$ cat src/shared/siu_pkg.sv
// Package of constants for the system integration unit.
package siu_pkg;

	// ------------------------------------------------------------
	// Register offsets
	// ------------------------------------------------------------
	localparam logic [15:0] BREAK_STATUS_OFS     = 16'hFE00;
	localparam logic [15:0] RESET_SOURCE_OFS     = 16'hFE01;
	localparam logic [15:0] BREAK_FLAG_CTRL_OFS  = 16'hFE03;
	localparam logic [15:0] IRQ_STATUS_ONE_OFS   = 16'hFE04;
	localparam logic [15:0] IRQ_STATUS_TWO_OFS   = 16'hFE05;
	localparam logic [15:0] IRQ_STATUS_THREE_OFS = 16'hFE06;

	// ------------------------------------------------------------
	// Field positions and reset values
	// ------------------------------------------------------------
	localparam int          BREAK_EXIT_WAIT_BIT  = 1;
	localparam int          BREAK_CLEAR_EN_BIT   = 7;
	localparam int          RSRC_POR_BIT         = 7;
	localparam int          RSRC_PIN_BIT         = 6;
	localparam int          RSRC_WDOG_BIT        = 5;
	localparam int          RSRC_OPC_BIT         = 4;
	localparam int          RSRC_ADR_BIT         = 3;
	localparam int          RSRC_MON_BIT         = 2;
	localparam int          RSRC_LVR_BIT         = 0;
	localparam logic [7:0]  RSRC_RESET_VAL       = 8'h80;
	localparam logic [7:0]  BYTE_ZERO            = 8'h00;
	localparam int          NUM_SOURCES          = 16;

	// ------------------------------------------------------------
	// Recovery counts in crystal-clock cycles
	// ------------------------------------------------------------
	localparam logic [12:0] LONG_RECOVERY_CYC    = 13'h1000;
	localparam logic [12:0] SHORT_RECOVERY_CYC   = 13'h0020;

	// ------------------------------------------------------------
	// Low-power state machine
	// ------------------------------------------------------------
	typedef enum logic [1:0] {
		SIU_RUN     = 2'b00,
		SIU_WAIT    = 2'b01,
		SIU_STOP    = 2'b10,
		SIU_RECOVER = 2'b11
	} siu_lp_e;

endpackage

$ cat src/hdl/siu_core.sv
// System integration unit: priority, break, low-power and status logic.
//
// Strobed register access was left to the implementer.
`timescale 1ns/10ps

// Behaviour
// - Fixed priority: reset, software interrupt, then sources.
// - Status one: flags 6..1 in bits 7..2.
// - Status two: flags 14..7, read-only.
// - Status three: flags 16..15 low, rest zero.
// - Flag reads one while request present.
// - Resets bypass interrupt arbitration entirely.
// - Break request forces software-interrupt vector.
// - Break clears allowed only with clear enable.
// - Flag cleared in break stays cleared.
// - Two-step clear protected in break.
// - Low-power entry stops CPU, clears mask.
// - Wait: peripherals run; stack one cycle later.
// - Watchdog keeps counting in wait unless disabled.
// - Stop holds counter, gates clocks, oscillator unless keep option set.
// - Stop exit waits 4096 or 32 cycles.
// - Stacking waits for full stop recovery.
// - Reset ending stop uses long recovery.
// - Counter cleared in stop, counts recovery.
// - Break-exit flag shows break ended wait.
// - Reading reset-source register clears flags.
// - Separate flags for each reset cause.
module siu_core (
	input  wire logic        clock_in,
	input  wire logic        rst_n_in,
	input  wire logic        clk_en_in,
	input  wire logic [15:0] reg_addr_in,
	input  wire logic [7:0]  reg_wdata_in,
	input  wire logic        reg_write_in,
	input  wire logic        reg_read_in,
	output logic      [7:0]  reg_rdata_out,
	input  wire logic [16:1] irq_req_in,
	input  wire logic [16:1] irq_enable_in,
	input  wire logic        cpu_imask_in,
	input  wire logic        swi_exec_in,
	input  wire logic        break_req_in,
	input  wire logic        break_done_in,
	input  wire logic        wait_exec_in,
	input  wire logic        stop_exec_in,
	input  wire logic        xtal_tick_in,
	input  wire logic        short_stop_recovery_in,
	input  wire logic        stop_oscillator_keep_in,
	input  wire logic        watchdog_disable_in,
	input  wire logic        por_event_in,
	input  wire logic        pin_reset_in,
	input  wire logic        watchdog_reset_in,
	input  wire logic        bad_opcode_in,
	input  wire logic        bad_fetch_address_in,
	input  wire logic        forced_monitor_in,
	input  wire logic        low_voltage_in,
	input  wire logic        flag_clear_req_in,
	output logic             flag_clear_ok_out,
	output logic             reset_active_out,
	output logic             irq_take_out,
	output logic      [4:0]  vector_sel_out,
	output logic             cpu_clk_en_out,
	output logic             periph_clk_en_out,
	output logic             osc_en_out,
	output logic             watchdog_run_out,
	output logic             clear_imask_out,
	output logic             break_state_out,
	output logic      [12:0] recovery_count_out
);

	// ------------------------------------------------------------
	// Declarations
	// ------------------------------------------------------------
	siu_pkg::siu_lp_e state_r;
	siu_pkg::siu_lp_e state_nxt;
	logic [7:0]  rsrc_r;
	logic [7:0]  rsrc_nxt;
	logic        break_clear_enable_r;
	logic        bexit_r;
	logic        bexit_nxt;
	logic        brk_r;
	logic [12:0] cnt_r;
	logic [12:0] cnt_nxt;
	logic [12:0] limit_r;
	logic [12:0] limit_nxt;
	logic        rec_reset_r;
	logic        take_r;
	logic [4:0]  vec_r;
	logic [7:0]  rdata_r;
	logic [16:1] active;
	logic [4:0]  win_idx;
	logic        any_irq;
	logic        any_reset;
	logic        wake;
	logic        rec_done;
	logic        sel_bstat;
	logic        sel_rsrc;
	logic        sel_bfc;
	logic        sel_one;
	logic        sel_two;
	logic        sel_three;
	logic [7:0]  rd_mux;
	logic [7:0]  st_one;
	logic [7:0]  st_two;
	logic [7:0]  st_three;
	logic [7:0]  rsrc_set;

	// ------------------------------------------------------------
	// Live status bytes
	// ------------------------------------------------------------
	// Flags follow the request lines directly, so a debug read
	// never disturbs what the arbiter sees.
	assign st_one   = {irq_req_in[6:1], 2'b00};
	assign st_two   = irq_req_in[14:7];
	assign st_three = {6'h00, irq_req_in[16:15]};

	// ------------------------------------------------------------
	// Arbitration
	// ------------------------------------------------------------
	// A source may win only if enabled and the mask is clear.
	assign active = irq_req_in & irq_enable_in & {16{~cpu_imask_in}};
	assign any_irq = |active;
	assign any_reset = por_event_in | pin_reset_in | watchdog_reset_in |
		bad_opcode_in | bad_fetch_address_in | forced_monitor_in |
		low_voltage_in;

	// Lowest index wins; index 1 is the external pin source.
	always_comb begin
		win_idx = 5'h00;
		for (int i = siu_pkg::NUM_SOURCES; i >= 1; i--) begin
			if (active[i]) begin
				win_idx = 5'(i + 1);
			end
		end
	end

	// ------------------------------------------------------------
	// Register decode
	// ------------------------------------------------------------
	assign sel_bstat = reg_addr_in == siu_pkg::BREAK_STATUS_OFS;
	assign sel_rsrc  = reg_addr_in == siu_pkg::RESET_SOURCE_OFS;
	assign sel_bfc   = reg_addr_in == siu_pkg::BREAK_FLAG_CTRL_OFS;
	assign sel_one   = reg_addr_in == siu_pkg::IRQ_STATUS_ONE_OFS;
	assign sel_two   = reg_addr_in == siu_pkg::IRQ_STATUS_TWO_OFS;
	assign sel_three = reg_addr_in == siu_pkg::IRQ_STATUS_THREE_OFS;
	// Unmapped addresses read as zero.
	assign rd_mux =
		sel_bstat ? {6'h00, bexit_r, 1'b0} :
		sel_rsrc  ? rsrc_r :
		sel_bfc   ? {break_clear_enable_r, 7'h00} :
		sel_one   ? st_one :
		sel_two   ? st_two :
		sel_three ? st_three : siu_pkg::BYTE_ZERO;

	// ------------------------------------------------------------
	// Reset-source flags
	// ------------------------------------------------------------
	assign rsrc_set = {1'b0, pin_reset_in, watchdog_reset_in, bad_opcode_in,
		bad_fetch_address_in, forced_monitor_in, 1'b0,
		low_voltage_in};
	// Power-on wipes the rest; other causes only add, and a cause
	// landing with a read survives the clear.
	assign rsrc_nxt = por_event_in ? siu_pkg::RSRC_RESET_VAL :
		(((reg_read_in && sel_rsrc) ? siu_pkg::BYTE_ZERO :
		rsrc_r) | rsrc_set);

	// ------------------------------------------------------------
	// Break handling
	// ------------------------------------------------------------
	// Clears elsewhere pass only outside break or with enable set;
	// a second step held back in break simply retries later.
	assign flag_clear_ok_out = flag_clear_req_in &
		(~brk_r | break_clear_enable_r);
	assign break_state_out = brk_r;
	// Set when break wakes the core from wait; cleared on a read.
	assign bexit_nxt = (break_req_in && state_r == siu_pkg::SIU_WAIT) ? 1'b1 :
		(reg_read_in && sel_bstat) ? 1'b0 : bexit_r;

	// ------------------------------------------------------------
	// Low-power sequencing
	// ------------------------------------------------------------
	assign wake = any_irq | break_req_in;
	assign rec_done = cnt_r >= limit_r;

	always_comb begin
		state_nxt = state_r;
		cnt_nxt   = cnt_r;
		limit_nxt = limit_r;
		unique case (state_r)
			siu_pkg::SIU_RUN: begin
				if (stop_exec_in) begin
					state_nxt = siu_pkg::SIU_STOP;
				end else if (wait_exec_in) begin
					state_nxt = siu_pkg::SIU_WAIT;
				end
			end
			siu_pkg::SIU_WAIT: begin
				if (wake) begin
					state_nxt = siu_pkg::SIU_RUN;
				end
			end
			siu_pkg::SIU_STOP: begin
				cnt_nxt = 13'h0000;
				if (wake) begin
					state_nxt = siu_pkg::SIU_RECOVER;
					limit_nxt = short_stop_recovery_in ?
						siu_pkg::SHORT_RECOVERY_CYC :
						siu_pkg::LONG_RECOVERY_CYC;
				end
			end
			siu_pkg::SIU_RECOVER: begin
				if (rec_done) begin
					state_nxt = siu_pkg::SIU_RUN;
				end else if (xtal_tick_in) begin
					cnt_nxt = cnt_r + 13'h0001;
				end
			end
		endcase
	end

	// ------------------------------------------------------------
	// Clock and CPU controls
	// ------------------------------------------------------------
	assign cpu_clk_en_out = state_r == siu_pkg::SIU_RUN;
	assign periph_clk_en_out = state_r == siu_pkg::SIU_RUN ||
		state_r == siu_pkg::SIU_WAIT;
	assign osc_en_out = !(state_r == siu_pkg::SIU_STOP &&
		!stop_oscillator_keep_in);
	assign watchdog_run_out = !watchdog_disable_in &&
		state_r != siu_pkg::SIU_STOP;
	assign clear_imask_out = state_r == siu_pkg::SIU_RUN &&
		(wait_exec_in || stop_exec_in);
	assign reset_active_out = any_reset | rec_reset_r;
	assign irq_take_out = take_r;
	assign vector_sel_out = vec_r;
	assign recovery_count_out = cnt_r;
	assign reg_rdata_out = rdata_r;

	// ------------------------------------------------------------
	// State registers
	// ------------------------------------------------------------
	// Resets outrank everything: no vector is offered while one is
	// active. A reset during stop forces the long recovery.
	always_ff @(posedge clock_in or negedge rst_n_in) begin
		if (!rst_n_in) begin
			state_r     <= siu_pkg::SIU_RUN;
			cnt_r       <= 13'h0000;
			limit_r     <= siu_pkg::LONG_RECOVERY_CYC;
			rec_reset_r <= 1'b0;
		end else if (clk_en_in) begin
			if (any_reset && state_r == siu_pkg::SIU_STOP) begin
				state_r     <= siu_pkg::SIU_RECOVER;
				cnt_r       <= 13'h0000;
				limit_r     <= siu_pkg::LONG_RECOVERY_CYC;
				rec_reset_r <= 1'b1;
			end else begin
				state_r     <= state_nxt;
				cnt_r       <= cnt_nxt;
				limit_r     <= limit_nxt;
				if (state_nxt == siu_pkg::SIU_RUN) begin
					rec_reset_r <= 1'b0;
				end
			end
		end
	end

	// Vector choice is captured once per take: break and the
	// software interrupt share vector one. A take never follows
	// another directly, so the CPU has a cycle to set its mask.
	always_ff @(posedge clock_in or negedge rst_n_in) begin
		if (!rst_n_in) begin
			take_r <= 1'b0;
			vec_r  <= 5'h00;
			brk_r  <= 1'b0;
		end else if (clk_en_in) begin
			take_r <= 1'b0;
			if (any_reset || rec_reset_r) begin
				vec_r <= 5'h00;
				brk_r <= 1'b0;
			end else if (state_nxt == siu_pkg::SIU_RUN &&
				state_r != siu_pkg::SIU_STOP && !take_r) begin
				if (break_req_in || swi_exec_in) begin
					take_r <= 1'b1;
					vec_r  <= 5'h01;
					brk_r  <= break_req_in | brk_r;
				end else if (any_irq) begin
					take_r <= 1'b1;
					vec_r  <= win_idx;
				end
			end
			if (break_done_in) begin
				brk_r <= 1'b0;
			end
		end
	end

	// Software registers and read data.
	always_ff @(posedge clock_in or negedge rst_n_in) begin
		if (!rst_n_in) begin
			rsrc_r  <= siu_pkg::RSRC_RESET_VAL;
			break_clear_enable_r  <= 1'b0;
			bexit_r <= 1'b0;
			rdata_r <= siu_pkg::BYTE_ZERO;
		end else if (clk_en_in) begin
			rsrc_r  <= rsrc_nxt;
			bexit_r <= bexit_nxt;
			rdata_r <= reg_read_in ? rd_mux : siu_pkg::BYTE_ZERO;
			if (reg_write_in && sel_bfc) begin
				break_clear_enable_r <= reg_wdata_in[siu_pkg::BREAK_CLEAR_EN_BIT];
			end
		end
	end

	// ------------------------------------------------------------
	// Assertions
	// ------------------------------------------------------------
	AST_STAT_ONE: assert property (
		@(posedge clock_in) disable iff (!rst_n_in)
		(reg_read_in && sel_one && clk_en_in) |=>
		reg_rdata_out[1:0] == 2'b00)
		else $error("status one low bits not zero");
	AST_STAT_THREE: assert property (
		@(posedge clock_in) disable iff (!rst_n_in)
		(reg_read_in && sel_three && clk_en_in) |=>
		reg_rdata_out[7:2] == 6'h00)
		else $error("status three upper bits not zero");
	AST_STAT_TWO: assert property (
		@(posedge clock_in) disable iff (!rst_n_in)
		(reg_read_in && sel_two && clk_en_in) |=>
		reg_rdata_out == $past(irq_req_in[14:7]))
		else $error("status two mismatch");
	AST_CLR_GUARD: assert property (
		@(posedge clock_in) disable iff (!rst_n_in)
		(brk_r && !break_clear_enable_r) |-> !flag_clear_ok_out)
		else $error("flag cleared while protected");
	AST_RSRC_CLR: assert property (
		@(posedge clock_in) disable iff (!rst_n_in)
		(reg_read_in && sel_rsrc && clk_en_in && !any_reset) |=>
		rsrc_r == 8'h00)
		else $error("reset source not cleared by read");
	AST_POR: assert property (
		@(posedge clock_in) disable iff (!rst_n_in)
		(por_event_in && clk_en_in) |=> rsrc_r == siu_pkg::RSRC_RESET_VAL)
		else $error("power-on flag wrong");
	AST_NO_STACK: assert property (
		@(posedge clock_in) disable iff (!rst_n_in)
		state_r == siu_pkg::SIU_RECOVER |-> !take_r && !cpu_clk_en_out)
		else $error("stacking during recovery");
	AST_LONG_REC: assert property (
		@(posedge clock_in) disable iff (!rst_n_in)
		(any_reset && state_r == siu_pkg::SIU_STOP && clk_en_in) |=>
		limit_r == siu_pkg::LONG_RECOVERY_CYC)
		else $error("reset exit not long recovery");
	AST_STOP_CNT: assert property (
		@(posedge clock_in) disable iff (!rst_n_in)
		(state_r == siu_pkg::SIU_STOP && clk_en_in) |=> cnt_r == 13'h0000)
		else $error("counter not held in stop");
	AST_WAIT_WAKE: assert property (
		@(posedge clock_in) disable iff (!rst_n_in)
		(state_r == siu_pkg::SIU_WAIT && any_irq && !any_reset && clk_en_in)
		|=> take_r)
		else $error("wait wake did not stack next cycle");
	// Back-to-back takes would stack one source twice.
	AST_TAKE_ONCE: assert property (
		@(posedge clock_in) disable iff (!rst_n_in)
		(take_r && clk_en_in) |=> !take_r)
		else $error("take repeated in the next cycle");
	// A reset cause wipes the vector and offers no take.
	AST_RESET_VEC: assert property (
		@(posedge clock_in) disable iff (!rst_n_in)
		(any_reset && clk_en_in) |=> (!take_r && vec_r == 5'h00))
		else $error("vector offered during reset");
	// An interrupt or break wake with the short option set picks the short recovery.
	AST_SHORT_REC: assert property (
		@(posedge clock_in) disable iff (!rst_n_in)
		(state_r == siu_pkg::SIU_STOP && wake && !any_reset &&
		clk_en_in && short_stop_recovery_in) |=>
		limit_r == siu_pkg::SHORT_RECOVERY_CYC)
		else $error("short recovery not selected");
	// Stop without the keep option gates the generator and peripherals.
	AST_OSC_OFF: assert property (
		@(posedge clock_in) disable iff (!rst_n_in)
		(state_r == siu_pkg::SIU_STOP && !stop_oscillator_keep_in) |->
		(!osc_en_out && !periph_clk_en_out))
		else $error("clocks running in stop");
	COV_WAIT: cover property (@(posedge clock_in) state_r == siu_pkg::SIU_WAIT ##1
		take_r);
	COV_STOP: cover property (@(posedge clock_in) state_r == siu_pkg::SIU_RECOVER
		##1 state_r == siu_pkg::SIU_RUN);
	COV_BRK: cover property (@(posedge clock_in) brk_r && flag_clear_ok_out);
	COV_RESET_STOP: cover property (@(posedge clock_in)
		rec_reset_r && state_r == siu_pkg::SIU_RECOVER);
	COV_PRIO: cover property (@(posedge clock_in) take_r && vec_r > 5'h01);

endmodule

$ cat config.mk
export PLATFORM = sky130hd
export DESIGN_NAME = siu_core
export DESIGN_NICKNAME = d
export VERILOG_FILES = /design/src/shared/siu_pkg.sv /design/src/hdl/siu_core.sv
export SDC_FILE = /design/constraint.sdc
export NUM_CORES = 1
export LEC_CHECK = 0
export ABC_CLOCK_PERIOD_IN_PS = 3200
export BUFFER_PORTS_ARGS = -buffer_cell sky130_fd_sc_hd__buf_2
export CAP_MARGIN = 25
export CORE_UTILIZATION = 40
export CTS_BUF_LIST = sky130_fd_sc_hd__clkbuf_16
export CTS_CLUSTER_SIZE = 30
export DETAILED_ROUTE_END_ITERATION = 7
export GPL_ROUTABILITY_DRIVEN = 0
export PLACE_DENSITY = 0.69
export SYNTH_ARGS = -nofsm -noshare
export SYNTH_HDL_FRONTEND = slang
export SYNTH_SLANG_ARGS = --single-unit
$ cat constraint.sdc
create_clock -name clock_in -period 3.2 [get_ports clock_in]
set_clock_uncertainty 0.1 [all_clocks]
set_input_delay 0.48 -clock clock_in [delete_from_list [all_inputs] [get_ports clock_in]]
set_output_delay 0.48 -clock clock_in [all_outputs]
set_load 0.02 [all_outputs]
==> results.md <==
- Worst setup path class: primary input to output pin
- # IOs: 114
- Total track usage: 22.13%
- Port Buf Inserts: 106
- Number of synthesized flops with an enable pin: 0
- Most frequent cells in the layout: 106 x buf_2, 40 x dfrtp_1, 33 x nor2_1, 27 x nand2_1, 21 x o21ai_0
- Worst hold path type: primary input to flop
- Final Cycle Share: 81.92%
- Post_cts resized: 0
- Worst endpoint data arrival time: 2.04 ns
- Cell Rows: 29
- GRT Residual Overflow: 0
- Routed wire per std cell: 15.40 um
- Mapped Cells: 300
- Sequential fraction of the synthesis area: 40.11%
- Area delta synth->final: 30.01%
- Vias: 2809
- Die ar.: 6894 um^2
- Syn_area_per_cell: 8.754 um^2
- Largest net degree at the start of global routing: 43
- Setup TNS: 0 ns
- CTS tree: built
- Via density: 5.756
- First-pass GRT wire length: 12.17 mm
- Slowest-stage cell, CP: or4_1
- Initial DRC count: 131
- Post-CTS Hold Fix Bufs: 0
- Most common cell after layout, fill and taps aside: buf_2
- Ant. Diodes: 0
- CTS H-Tree Depth: 2
- FF/Latch Area: 1054 um^2
- #FFs+latches synth: 42
- Routed Antenna Nets: 0
- Crit-path max FO: 5
- Post-route DRC violation count: 0
- Die Ht: 83.03 um
- VDD IR-drop max: 276.3 uV
- Max Freq: 0.3814 GHz
- Number of fill cells: 621
- Setup ws final: 0.5784 ns
- RSZ-0062 raised after global routing: false
- Max_cap viols: 0
- Dpl hpwl: 5.883 mm
- Unique masters post-synth: 60
- Final setup violating endpoints: 0
- Max-slew headroom: 59.15%
- Clk_lat worst skew: 0.29 ns
- Pins Over Slew Limit: 0
- Worst-Margin Slew: 0.6072 ns
- Footprint of the multi-input gates: 1473 um^2
- Ys Warns: 0
- CP dominant cell by count: buf_2
- Post-CTS Setup Inserts: 0
- Worst path cell trace: buf_2 -> or4_1 -> nor4_1 -> buf_4 -> nand2b_1 -> buf_2
- CP max stage delay: 0.53 ns
- Cts bufs inserted: 5
- Synth Cell Area: 2626 um^2
- Synth Flop Type: dfrtp_1
- CTS max path bufs: 2
- Layout cells sized above 1: 31.63%
- Synthesized net count: 383
- DRT Pass-1 Iters: 4
- Initial antenna violation count: 0
- Core area: 6350 um^2
- Starting density of the core: 41.36%
- Clock sink total: 42
- Drt total wl: 7.514 mm
- Clock Pin Slew Worst Setup and Hold Paths: 0.06 ns
- CP Capture Type: output pin
- Die extent in x: 83.03 um
- Worst slack at placement: 0.3667 ns
- Worst Path Required: 2.62 ns
- Startpoint types: primary input
- Status: completed
- Net count reported at finish: 493
- Post-synthesis async set-or-reset flop share: 100.0%
- Lkg Pwr: 1.702 nW
- Vias in the first global route: 2532
- P per Cell Area: 484.8 nW/um^2
- Hold Violations, Final: 0
- Min Tclk post-route: 2.622 ns
- Clock root cell: clkbuf_16
## layer usage
layer  GRT usage (%)  vias up  share of wire, %
li1                -     1348                 -
met1           29.94     1343                45
met2           36.66      111                49
met3           2.982        7               5.2
met4           7.053        0               1.1
met5               0        -                 0
## kinds of logic after synthesis
family	Yosys count	synth area share [%]
AOI/OAI and AO/OA	97	26.68
xor gates and xnor gates	6	2.001
adders and majority gates	4	1.906
buffers and inverters	26	3.811
DFF	42	40.11
muxes	6	2.287
and+or+nand+nor	119	23.20
## sequential cells by signal, indices dropped and copies added (netlist names)
register,flops
bexit_r,1
break_clear_enable_r,1
break_state_out,1
irq_take_out,1
limit_r,2
rec_reset_r,1
recovery_count_out,13
reg_rdata_out,8
rsrc_r,7
state_r,2
vector_sel_out,5
## final cells by class
type                            count  share of cell area, %
Timing Repair Buffer              111                  17.08
Clock inverter                      3                 0.4764
Multi-Input combinational cell    232                  43.13
Tap cell                           77                  2.822
Clock buffer                        5                  3.664
Sequential cell                    42                  30.85
Inverter                           18                  1.979
## Yosys cell counts, types with 2 or more instances
library cell	instances	area (um^2)
nor2_1	33	123.9
or4_1	3	22.52
clkbuf_1	5	18.77
a21o_1	3	22.52
o31ai_1	3	22.52
a22oi_1	16	120.1
a21oi_1	9	45.04
nor3_1	5	25.02
o21ai_0	21	105.1
xor2_1	3	26.28
mux2i_1	6	60.06
o21a_1	3	22.52
dfrtp_1	40	1001
a31o_2	2	17.52
nor2b_1	4	25.02
a22o_1	11	96.34
nand3_1	11	55.05
inv_1	17	63.81
a32o_1	2	20.02
a41o_1	2	20.02
o2bb2ai_1	3	26.28
o211ai_1	2	15.01
and3_1	2	12.51
or3_1	3	18.77
xnor2_1	3	26.28
nor4_1	6	37.54
or2_2	3	18.77
a31oi_1	5	31.28
ha_1	4	50.05
nand2_1	27	101.4
buf_2	2	10.01
nand4_1	6	37.54
dfstp_2	2	52.55
nand2b_1	6	37.54
a211oi_1	2	15.01
## metrics by stage
stage	power (mW)	cell area [um^2]	std cells	util, %	hold WS [ns]
final	1.655	3415	488	53.77	0.3016
after global routing	1.743	3415	488	53.77	0.3280
after CTS	1.659	3385	486	53.30	0.2792
after detailed placement	1.159	3243	478	51.07	0.3593
after global placement	1.146	3243	478	51.07	0.3681
after floorplan	0.9634	2626	300	-	0.08441
## worst max-delay path, delay by kind of cell
kind | cells | cell delay [ns]
buffers and inverters | 3 | 0.51
AND/OR/NAND/NOR | 3 | 1.05
## final timing paths
path	startpoint	to	slack [ns]	cells past startpoint
worst max-delay path	bad_opcode_in	reset_active_out	0.58	6
worst min-delay path	reg_wdata_in[7]	break_clear_enable_r	0.30	3
worst max register to register	recovery_count_out[5]	recovery_count_out[9]	0.58	8
worst min register to register	bexit_r	reg_rdata_out[1]	0.39	1
max in group asynchronous	rst_n_in	rsrc_r[7]	2.05	3
min in group asynchronous	rst_n_in	recovery_count_out[8]	0.45	2
## where the power goes
| group | switching (mW) | internal, mW |
|---|---|---|
| clock network | 0.216 | 0.285 |
| registers | 0.0784 | 0.581 |
| logic | 0.303 | 0.192 |
Power figures use the tool's default switching activity.
